### config.mk
export PLATFORM = sky130hd
export DESIGN_NAME = pfs_status_mux
export DESIGN_NICKNAME = d
export VERILOG_FILES = /design/src/pkg/pfs_pkg.sv /design/src/pfs_status_mux.sv /design/src/pfs_func_state.sv
export SDC_FILE = /design/constraint.sdc
export NUM_CORES = 1
export LEC_CHECK = 0
export BUFFER_PORTS_ARGS = -buffer_cell sky130_fd_sc_hd__buf_2
export CELL_PAD_IN_SITES_DETAIL_PLACEMENT = 0
export CELL_PAD_IN_SITES_GLOBAL_PLACEMENT = 1
export CORE_MARGIN = 1.5
export CORE_UTILIZATION = 29
export DETAILED_ROUTE_END_ITERATION = 10
export PLACE_DENSITY_LB_ADDON = 0.1
export SLEW_MARGIN = 20
export SYNTH_ARGS = -nofsm -noshare
export SYNTH_HDL_FRONTEND = slang
export SYNTH_SLANG_ARGS = --single-unit
export TNS_END_PERCENT = 50
### constraint.sdc
create_clock -name clk -period 1.72 [get_ports clk]
set_clock_uncertainty 0.15 [all_clocks]
set_input_delay 0.172 -clock clk [delete_from_list [all_inputs] [get_ports clk]]
set_output_delay 0.172 -clock clk [all_outputs]
set_load 0.02 [all_outputs]
### src/pkg/pfs_pkg.sv
// package for the per-function status multiplexer
package pfs_pkg;

    // ------------------------------------------------------------------
    // sizes and selector codes
    // ------------------------------------------------------------------
    localparam int NUM_FUNC = 2;
    localparam int FUNC_W = 1;
    localparam int STAT_W = 16;
    localparam logic [2:0] SEL_CMD = 3'h0;
    localparam logic [2:0] SEL_DEV = 3'h1;
    localparam logic [2:0] SEL_PAGE3 = 3'h3;
    localparam logic [2:0] SEL_PAGE4 = 3'h4;
    localparam logic [2:0] SEL_PAGE5 = 3'h5;
    localparam logic [2:0] MPS_MAX = 3'h5;
    localparam logic [15:0] STAT_RESET = 16'h0000;

    // ------------------------------------------------------------------
    // field positions, command page
    // ------------------------------------------------------------------
    localparam int CMD_IO_BIT = 0;
    localparam int CMD_MEM_BIT = 1;
    localparam int CMD_BME_BIT = 2;
    localparam int CMD_INTD_BIT = 3;
    localparam int CMD_SERR_BIT = 4;
    localparam int CMD_BSERR_BIT = 5;
    localparam int CMD_ECHK_BIT = 6;
    localparam int CMD_EGEN_BIT = 7;

    // ------------------------------------------------------------------
    // field positions, device page
    // ------------------------------------------------------------------
    localparam int DEV_CORR_BIT = 0;
    localparam int DEV_NFAT_BIT = 1;
    localparam int DEV_FAT_BIT = 2;
    localparam int DEV_UR_BIT = 3;
    localparam int DEV_CORR_EN_BIT = 4;
    localparam int DEV_NFAT_EN_BIT = 5;
    localparam int DEV_FAT_EN_BIT = 6;
    localparam int DEV_UR_EN_BIT = 7;
    localparam int DEV_MPS_LSB = 8;

    // per-function configuration controls
    typedef struct packed {
        logic ioEn;
        logic memEn;
        logic busMasterEn;
        logic intxDisable;
        logic serrEn;
        logic bridgeSerrEn;
        logic ecrcCheckEn;
        logic ecrcGenEn;
        logic corrRptEn;
        logic nonFatalRptEn;
        logic fatalRptEn;
        logic urRptEn;
        logic [2:0] maxPayload;
    } pfs_ctrl_t;

    // per-function error events, one-cycle pulses
    typedef struct packed {
        logic corr;
        logic nonFatal;
        logic fatal;
        logic ur;
    } pfs_err_t;

    // incoming request to be filtered
    typedef struct packed {
        logic valid;
        logic isIo;
        logic isMem;
        logic [FUNC_W-1:0] func;
    } pfs_req_t;

    // error message strobes toward the link
    typedef struct packed {
        logic corr;
        logic nonFatal;
        logic fatal;
    } pfs_msg_t;

endpackage : pfs_pkg

### src/pfs_status_mux.sv
// per-function status multiplexer with request filter and error reporting
//
// Summary of operation
// - selector takes only 000b, 001b, 011b, 100b, 101b; others reserved.
// - a 16-bit status word follows the selector and the function index.
// - page 000b bit 0 is I/O enable; endpoint refuses I/O with UR if clear.
// - page 000b bit 1 is memory enable; endpoint refuses memory with UR if clear.
// - bit 3 is interrupt disable; no INTx is asserted while it is set.
// - bit 4 system error enable; non-fatal and fatal errors report if it or device controls allow.
// - root or switch forwards secondary error messages only with system error enable.
// - bit 6 shows end-to-end CRC checking enabled by the host.
// - bit 7 shows end-to-end CRC generation enabled by the host.
// - page 001b bits 0 to 3 show sticky error detection, logged always.
// - page 001b bits 10 to 8 hold max payload, 128 to 4096 bytes.
`timescale 1ns/1ps
`default_nettype none
module pfs_status_mux (
    // clock and reset
    input wire logic clk,
    input wire logic rst_n,
    // port role: 1 for root or switch, 0 for endpoint
    input wire logic isRootSwitch,
    // status selector and function index
    input wire logic [2:0] statusSel,
    input wire logic [pfs_pkg::FUNC_W-1:0] funcNum,
    // per-function configuration
    input wire pfs_pkg::pfs_ctrl_t [pfs_pkg::NUM_FUNC-1:0] funcCtrl,
    // per-function error events and sticky clears
    input wire pfs_pkg::pfs_err_t [pfs_pkg::NUM_FUNC-1:0] errEvt,
    input wire pfs_pkg::pfs_err_t [pfs_pkg::NUM_FUNC-1:0] errClr,
    // incoming request for filtering
    input wire pfs_pkg::pfs_req_t rxReq,
    // legacy interrupt request per function
    input wire logic [pfs_pkg::NUM_FUNC-1:0] intxReq,
    // secondary-side error messages to forward (root or switch)
    input wire pfs_pkg::pfs_msg_t [pfs_pkg::NUM_FUNC-1:0] fwdMsg,
    // status word
    output logic [15:0] statusData,
    output logic statusSelBad,
    // request filter verdict
    output logic reqAccept,
    output logic reqUnsupported,
    // legacy interrupt lines
    output logic [pfs_pkg::NUM_FUNC-1:0] intxOut,
    // error message strobes
    output pfs_pkg::pfs_msg_t errMsg
);
    import pfs_pkg::*;

    // ------------------------------------------------------------------
    // sticky error flags per function
    // ------------------------------------------------------------------
    pfs_err_t [NUM_FUNC-1:0] errSticky;

    // one flag set per function
    for (genvar f = 0; f < NUM_FUNC; f++) begin : g_func
        pfs_func_state u_state (
            .clk(clk),
            .rst_n(rst_n),
            .errEvt(errEvt[f]),
            .errClr(errClr[f]),
            .errSticky(errSticky[f])
        );
    end

    // ------------------------------------------------------------------
    // status word
    // ------------------------------------------------------------------
    logic [15:0] stat_q;
    logic [15:0] stat_d;
    logic selBad_q;
    logic selBad_d;
    pfs_ctrl_t selCtrl;
    pfs_err_t selErr;

    // choose the page for the addressed function
    always_comb begin
        selCtrl = funcCtrl[funcNum];
        selErr = errSticky[funcNum];
        stat_d = STAT_RESET;
        selBad_d = 1'b0;
        case (statusSel)
            SEL_CMD: begin
                stat_d[CMD_IO_BIT] = selCtrl.ioEn;
                stat_d[CMD_MEM_BIT] = selCtrl.memEn;
                stat_d[CMD_BME_BIT] = selCtrl.busMasterEn;
                stat_d[CMD_INTD_BIT] = selCtrl.intxDisable;
                stat_d[CMD_SERR_BIT] = selCtrl.serrEn;
                stat_d[CMD_BSERR_BIT] = selCtrl.bridgeSerrEn;
                stat_d[CMD_ECHK_BIT] = selCtrl.ecrcCheckEn;
                stat_d[CMD_EGEN_BIT] = selCtrl.ecrcGenEn;
            end
            SEL_DEV: begin
                stat_d[DEV_CORR_BIT] = selErr.corr;
                stat_d[DEV_NFAT_BIT] = selErr.nonFatal;
                stat_d[DEV_FAT_BIT] = selErr.fatal;
                stat_d[DEV_UR_BIT] = selErr.ur;
                stat_d[DEV_CORR_EN_BIT] = selCtrl.corrRptEn;
                stat_d[DEV_NFAT_EN_BIT] = selCtrl.nonFatalRptEn;
                stat_d[DEV_FAT_EN_BIT] = selCtrl.fatalRptEn;
                stat_d[DEV_UR_EN_BIT] = selCtrl.urRptEn;
                stat_d[DEV_MPS_LSB +: 3] = selCtrl.maxPayload;
            end
            SEL_PAGE3, SEL_PAGE4, SEL_PAGE5: begin
                stat_d = STAT_RESET; // pages not carried here read zero
            end
            default: begin
                selBad_d = 1'b1;
            end
        endcase
    end

    // register the status word
    always_ff @(posedge clk) begin
        if (!rst_n) begin
            stat_q <= STAT_RESET;
            selBad_q <= 1'b0;
        end else begin
            stat_q <= stat_d;
            selBad_q <= selBad_d;
        end
    end

    // ------------------------------------------------------------------
    // request filter
    // ------------------------------------------------------------------
    logic acc_q;
    logic acc_d;
    logic ur_q;
    logic ur_d;
    pfs_ctrl_t reqCtrl;

    // endpoint refuses disabled spaces; root or switch passes all through
    always_comb begin
        reqCtrl = funcCtrl[rxReq.func];
        acc_d = 1'b0;
        ur_d = 1'b0;
        if (rxReq.valid) begin
            if (isRootSwitch) begin
                acc_d = 1'b1;
            end else if (rxReq.isIo) begin
                acc_d = reqCtrl.ioEn;
                ur_d = !reqCtrl.ioEn;
            end else if (rxReq.isMem) begin
                acc_d = reqCtrl.memEn;
                ur_d = !reqCtrl.memEn;
            end else begin
                acc_d = 1'b1; // other kinds are not filtered here
            end
        end
    end

    // register the verdict
    always_ff @(posedge clk) begin
        if (!rst_n) begin
            acc_q <= 1'b0;
            ur_q <= 1'b0;
        end else begin
            acc_q <= acc_d;
            ur_q <= ur_d;
        end
    end

    // ------------------------------------------------------------------
    // interrupts and error messages
    // ------------------------------------------------------------------
    logic [NUM_FUNC-1:0] intx_q;
    logic [NUM_FUNC-1:0] intx_d;
    pfs_msg_t msg_q;
    pfs_msg_t msg_d;
    pfs_err_t evt;

    // gate interrupts and merge error messages over all functions
    always_comb begin
        msg_d = '0;
        evt = '0;
        for (int f = 0; f < NUM_FUNC; f++) begin
            evt = errEvt[f];
            intx_d[f] = intxReq[f] && !funcCtrl[f].intxDisable;
            msg_d.corr = msg_d.corr | (evt.corr & funcCtrl[f].corrRptEn);
            msg_d.nonFatal = msg_d.nonFatal
                | ((evt.nonFatal | evt.ur) & (funcCtrl[f].serrEn
                | funcCtrl[f].nonFatalRptEn));
            msg_d.fatal = msg_d.fatal
                | (evt.fatal & (funcCtrl[f].serrEn | funcCtrl[f].fatalRptEn));
            if (isRootSwitch) begin
                msg_d.nonFatal = msg_d.nonFatal
                    | (fwdMsg[f].nonFatal & funcCtrl[f].serrEn);
                msg_d.fatal = msg_d.fatal
                    | (fwdMsg[f].fatal & funcCtrl[f].serrEn);
            end
        end
    end

    // register interrupt lines and message strobes
    always_ff @(posedge clk) begin
        if (!rst_n) begin
            intx_q <= '0;
            msg_q <= '0;
        end else begin
            intx_q <= intx_d;
            msg_q <= msg_d;
        end
    end

    // ------------------------------------------------------------------
    // outputs
    // ------------------------------------------------------------------
    assign statusData = stat_q;
    assign statusSelBad = selBad_q;
    assign reqAccept = acc_q;
    assign reqUnsupported = ur_q;
    assign intxOut = intx_q;
    assign errMsg = msg_q;

endmodule : pfs_status_mux
`default_nettype wire

### src/pfs_func_state.sv
// per-function sticky error detected flags
`timescale 1ns/1ps
`default_nettype none
module pfs_func_state (
    // clock and reset
    input wire logic clk,
    input wire logic rst_n,
    // error events and clears
    input wire pfs_pkg::pfs_err_t errEvt,
    input wire pfs_pkg::pfs_err_t errClr,
    // sticky flags
    output var pfs_pkg::pfs_err_t errSticky
);
    import pfs_pkg::*;

    pfs_err_t stick_q;
    pfs_err_t stick_d;

    // flags log regardless of reporting enables; set beats clear
    always_comb begin
        stick_d = (stick_q & ~errClr) | errEvt;
    end

    // register the flags
    always_ff @(posedge clk) begin
        if (!rst_n) begin
            stick_q <= '0;
        end else begin
            stick_q <= stick_d;
        end
    end

    assign errSticky = stick_q;

endmodule : pfs_func_state
`default_nettype wire

=== Word-level counts from Yosys, hierarchy flattened ===
Index checks and enable logic that the tools add are counted.

* Register bits: 32
* Input bits: 65
* Logic and storage cells: 81
* Output and inout bits: 24

* Reductions and logical operators: 11
* Mux-type cells: 15
* Equal/unequal tests: 4
* Magnitude comparators: 2
* Bitwise operators: 31

{| class="wikitable"
|+ Operator list
! kind !! count
|-
| $mux W15 || 4
|-
| $pmux W8 S2 || 1
|-
| $or A1 B1 Y1 || 13
|-
| $and A1 B1 Y1 || 10
|-
| $and A4 B4 Y4 || 2
|-
| $mux W4 || 2
|-
| $not A4 Y4 || 2
|-
| $or A4 B4 Y4 || 2
|-
| $eq A3 B3 Y1 const B || 2
|-
| $mux W1 || 6
|-
| $reduce_or A5 Y1 || 1
|-
| $logic_not A1 Y1 || 4
|-
| $lt A1 B2 Y1 const B || 2
|-
| $mux W2 || 2
|-
| $reduce_and A2 Y1 || 2
|-
| $eq A3 B1 Y1 const B || 1
|-
| $eq A3 B2 Y1 const B || 1
|-
| $logic_not A3 Y1 || 1
|-
| $reduce_or A3 Y1 || 1
|-
| $logic_and A1 B1 Y1 || 2
|-
| $not A1 Y1 || 2
|}

=== Depth between registers and ports, before layout ===
* Depth after elaboration: 7
* Depth in mapped cells: 5
* Gate-level depth less buffers: 3

=== By module ===
A second synthesis with hierarchy kept.

* Cell total of the unflattened synthesis: 114
* Area total of the unflattened synthesis: 1,211.2 um^2

{| class="wikitable"
|+ Modules (own cells, without submodules)
! module !! times used !! sequential area each (um^2) !! cells each !! area an instance (um^2)
|-
| pfs_status_mux || 1 || 380.4 || 90 || 880.8
|-
| pfs_func_state || 2 || 80.1 || 12 || 165.2
|}

=== Least setup slack after synthesis ===
Ideal clock, no wire load.

* Path type: input to register
* From: input funcNum
* To: register stat_q[0] (netlist: statusData[0])
* Path slack: 0.485 ns
* Required time: 1.455 ns
* Arrival time: 0.970 ns
* Buffers on the path: 2
* Library setup time: 0.115 ns
* Stages on the path: 5
* Cells stage by stage: buf_4 buf_4 mux2i_1 o22ai_1 and2_1

* Word-level cells in the longest chain between the ends: 3
* Elaborated cells on any way between the ends: 5
* Those cells by class: 5 x mux

{| class="wikitable"
|+ Ends and longest elaborated chain
! what !! RTL line !! source
|-
| start: declaration || pfs_status_mux.sv:25 || <nowiki>input wire logic [pfs_pkg::FUNC_W-1:0] funcNum,</nowiki>
|-
| $mux W4 (implied by the code) / $mux W15 (equally long branches) (2 in a row) || pfs_status_mux.sv:79, pfs_status_mux.sv:78 ||
|-
| $pmux W8 S2 * || pfs_status_mux.sv:82 || <nowiki>case (statusSel)</nowiki>
|-
| end signal: assignment || pfs_status_mux.sv:119 || <nowiki>stat_q <= stat_d;</nowiki>
|-
| end: declaration || pfs_status_mux.sv:69 || <nowiki>logic [15:0] stat_q;</nowiki>
|}

Every way passes the cells marked *; elsewhere a longest branch is shown, timed or not. The select of a mux whose other input is x is not followed.
A chain may end at the register's enable or synchronous reset.

=== Worst setup path in the final report ===
* From: input statusSel[0]
* To: register stat_q[2] (netlist: statusData[2])

* Word-level cells in the longest chain between the ends: 2
* Elaborated cells on any way between the ends: 3
* Those cells by class: 1 x eq/ne; 1 x mux; 1 x reduce/logical

{| class="wikitable"
|+ Ends and longest elaborated chain
! what !! RTL line !! source
|-
| start: declaration || pfs_status_mux.sv:24 || <nowiki>input wire logic [2:0] statusSel,</nowiki>
|-
| $eq A3 B1 Y1 / $logic_not A3 Y1 (equally long branches) || pfs_status_mux.sv:82 ||
|-
| $pmux W8 S2 * || pfs_status_mux.sv:82 ||
|}

Every way passes the cells marked *; elsewhere a longest branch is shown, timed or not.

==> run metrics <==
setup_tns 0 ns; top cell type's share of synthesized area 0.4509; vias in the first global route around 1200; vias per inst ~4.4; root buf cell clkbuf_8; Post-Syn Area approximately 0.0012 mm²; hold crit path type in -> reg; Detailed Routing Iterations Pass 1 6; Final Hold Viols 0; Post-Synthesis Cells between 100 and 150; Resize count post-CTS 0; Post-Layout Cell Count ~280; Reg clk slew, reported paths roughly 0.10 ns; Crit Path Class in -> reg; Post-Route WL ~3600 µm; layout cells sized above 1 0.3718; Worst Hold Slack between 0.006 and 0.007 ns; Num CTS Buffers 3; TritonCTS sink count 27; Pwr Density ~700 mW/mm²; n_diodes 0; grt ovf 0; Iter 0 DRT Violations 27; DP Cell Count 258; CP startpoint kind primary input; Tcrit/Tclk final 0.9188; Critical Path RT around 1.8 ns; Arrival @ worst endpoint 1.66 ns; wire length per cell between 10 and 15 µm; chip width a little under 70 µm; register bit total from synthesis 27; DIE AREA 0.004528 mm²; Seq/Total Area, Yosys 0.4509; global-route usage over all layers 0.1607; Final Worst Setup Slack roughly 0.14 ns; initial antenna violation count 0; # Max-Cap Violations 0; count of pins over their slew limit 0; unrepaired setup endpoints after global routing no; clock latency on the worst-skew pair around 0.28 ns; CP max-delay cell dlygate4sd3_1; Setup crit end kind flop; Max clock buf depth 2; CTS tree done; pin count of the biggest net entering global routing 20; pre-CTS setup slack about 0.37 ns; die height 67.29 µm; HPWL Detailed about 2700 µm; Achievable Freq between 0.6 and 0.7 GHz; num rows 23; global placement routability congestion approximately 0.68; Final setup viols 0; I/O pin count roughly 90; first-pass GRT wire length roughly 5400 µm; P&R area growth vs syn 58.98%; vias post-DR approximately 1200; Tmin final 1.580 ns; Static Leak between 1 and 1.5 nW; Post-DRT Antenna Nets 0; H-tree depth 1; post-synthesis cell type count 22; Synth area leader dfxtp_1; Starting Density 0.2997; total core area 0.004000 mm²; Synth area leaders dfxtp_1 (45%), mux2i_1 (18%), o22ai_1 (5.2%), nor2_1 (4.7%), buf_4 (4.4%); DR DRC count 0; syn avg cell area a little over 9 µm²; status completed; YS warnings 0; IO Port Bufs 81; peak supply drop 0.0002404 V; Crit path largest cell delay 0.53 ns; crit path cell chain dlygate4sd3_1 -> buf_2 -> or3_1 -> o22ai_1 -> and2_1; CP Max Fanout 8; nets 300
[metal layers]
metal  GRT usage  routed length [µm]  vias up
li1            -                   -      646
met1      0.1955                1589      538
met2      0.2809                1661       53
met3     0.02833                 267        4
met4     0.06122                  36        0
met5           0                   0        -
[stage by stage]
stage / area (µm²) / total power, mW / utilization
floorplan: 1214 / 0.8037 / -
global placement: 1637 / 0.9086 / 0.4091
detailed placement: 1637 / 0.9164 / 0.4091
CTS: 1906 / 1.334 / 0.4764
global route: 1906 / 1.399 / 0.4764
finish: 1906 / 1.324 / 0.4764
[cell families after synthesis]
group | synth area share
and+or+nand+nor | 0.1451
buffers and inverters | 0.08872
AOI/OAI and AO/OA | 0.1367
other | 0.003129
muxes | 0.1754
DFF | 0.4509
[cell usage in the layout, fill, tap and decap left out, types with 2 or more instances in the layout]
cell type / n
buf_2: 81
dfxtp_1: 27
dlygate4sd3_1: 22
mux2i_1: 21
nor2_1: 15
inv_1: 11
o22ai_1: 10
a21oi_1: 9
and2_1: 8
nand2_1: 7
conb_1: 5
clkbuf_8: 3
a22o_1: 2
a31oi_1: 2
o21ai_0: 2
[synthesized netlist by cell type]
library cell / instances
a31oi_1: 2
mux2i_1: 21
or3b_1: 1
conb_1: 1
nor2b_1: 1
a21oi_1: 9
a32oi_1: 1
clkbuf_1: 2
buf_4: 7
or3_1: 1
buf_2: 1
inv_1: 11
a22o_1: 2
a22oi_1: 1
nor3b_1: 1
o21ai_0: 2
nand2_1: 7
and2_1: 8
dfxtp_1: 27
o22ai_1: 10
nor2_1: 15
nor3b_2: 1
[final timing paths]
check	start	to	slack, ns	depth (start not counted)
worst max register to register	g_func[1].u_state.errSticky[3]$_SDFF_PN0_	statusData[0]$_SDFF_PN0_	0.65	3
worst min-delay path	funcCtrl[6]	errMsg[2]$_SDFF_PN0_	0.006	3
worst max-delay path	statusSel[0]	statusData[2]$_SDFF_PN0_	0.14	5
worst min register to register	g_func[1].u_state.errSticky[0]$_SDFF_PN0_	g_func[1].u_state.errSticky[0]$_SDFF_PN0_	0.35	2
[final cells by class]
class,count,area (µm²)
fill,405,2095
timing repair buffer,104,645.6
multi-input combinational,88,566.8
sequential,27,540.5
tap,50,62.56
clock buffer,3,41.29
inverter,11,41.29
clock inverter,1,7.507
[where the power goes]
part           internal, mW  total [mW]  switching, mW  leakage [nW]
logic                 0.148       0.280          0.131         0.768
registers             0.651       0.660        0.00960         0.222
clock network         0.165       0.383          0.219        0.0217
[flip-flops by register name (all words and copies together), names as in the netlist]
| name | cells |
|---|---|
| reqUnsupported | 1 |
| errMsg | 3 |
| statusData | 11 |
| intxOut | 2 |
| g_func.u_state.errSticky | 8 |
| reqAccept | 1 |
| statusSelBad | 1 |
[critical path, delay by kind of cell]
kind	cells	cell delay, ns
AOI/OAI and AO/OA	1	0.20
buffers and inverters	2	0.67
and+or+nand+nor	2	0.62
[what timing repair did]
item | CTS | global route
endpoints found under the hold margin | 17 | 0
buffers inserted | 0 | 0
hold buffers | 22 | 0
Power figures use the tool's default switching activity.
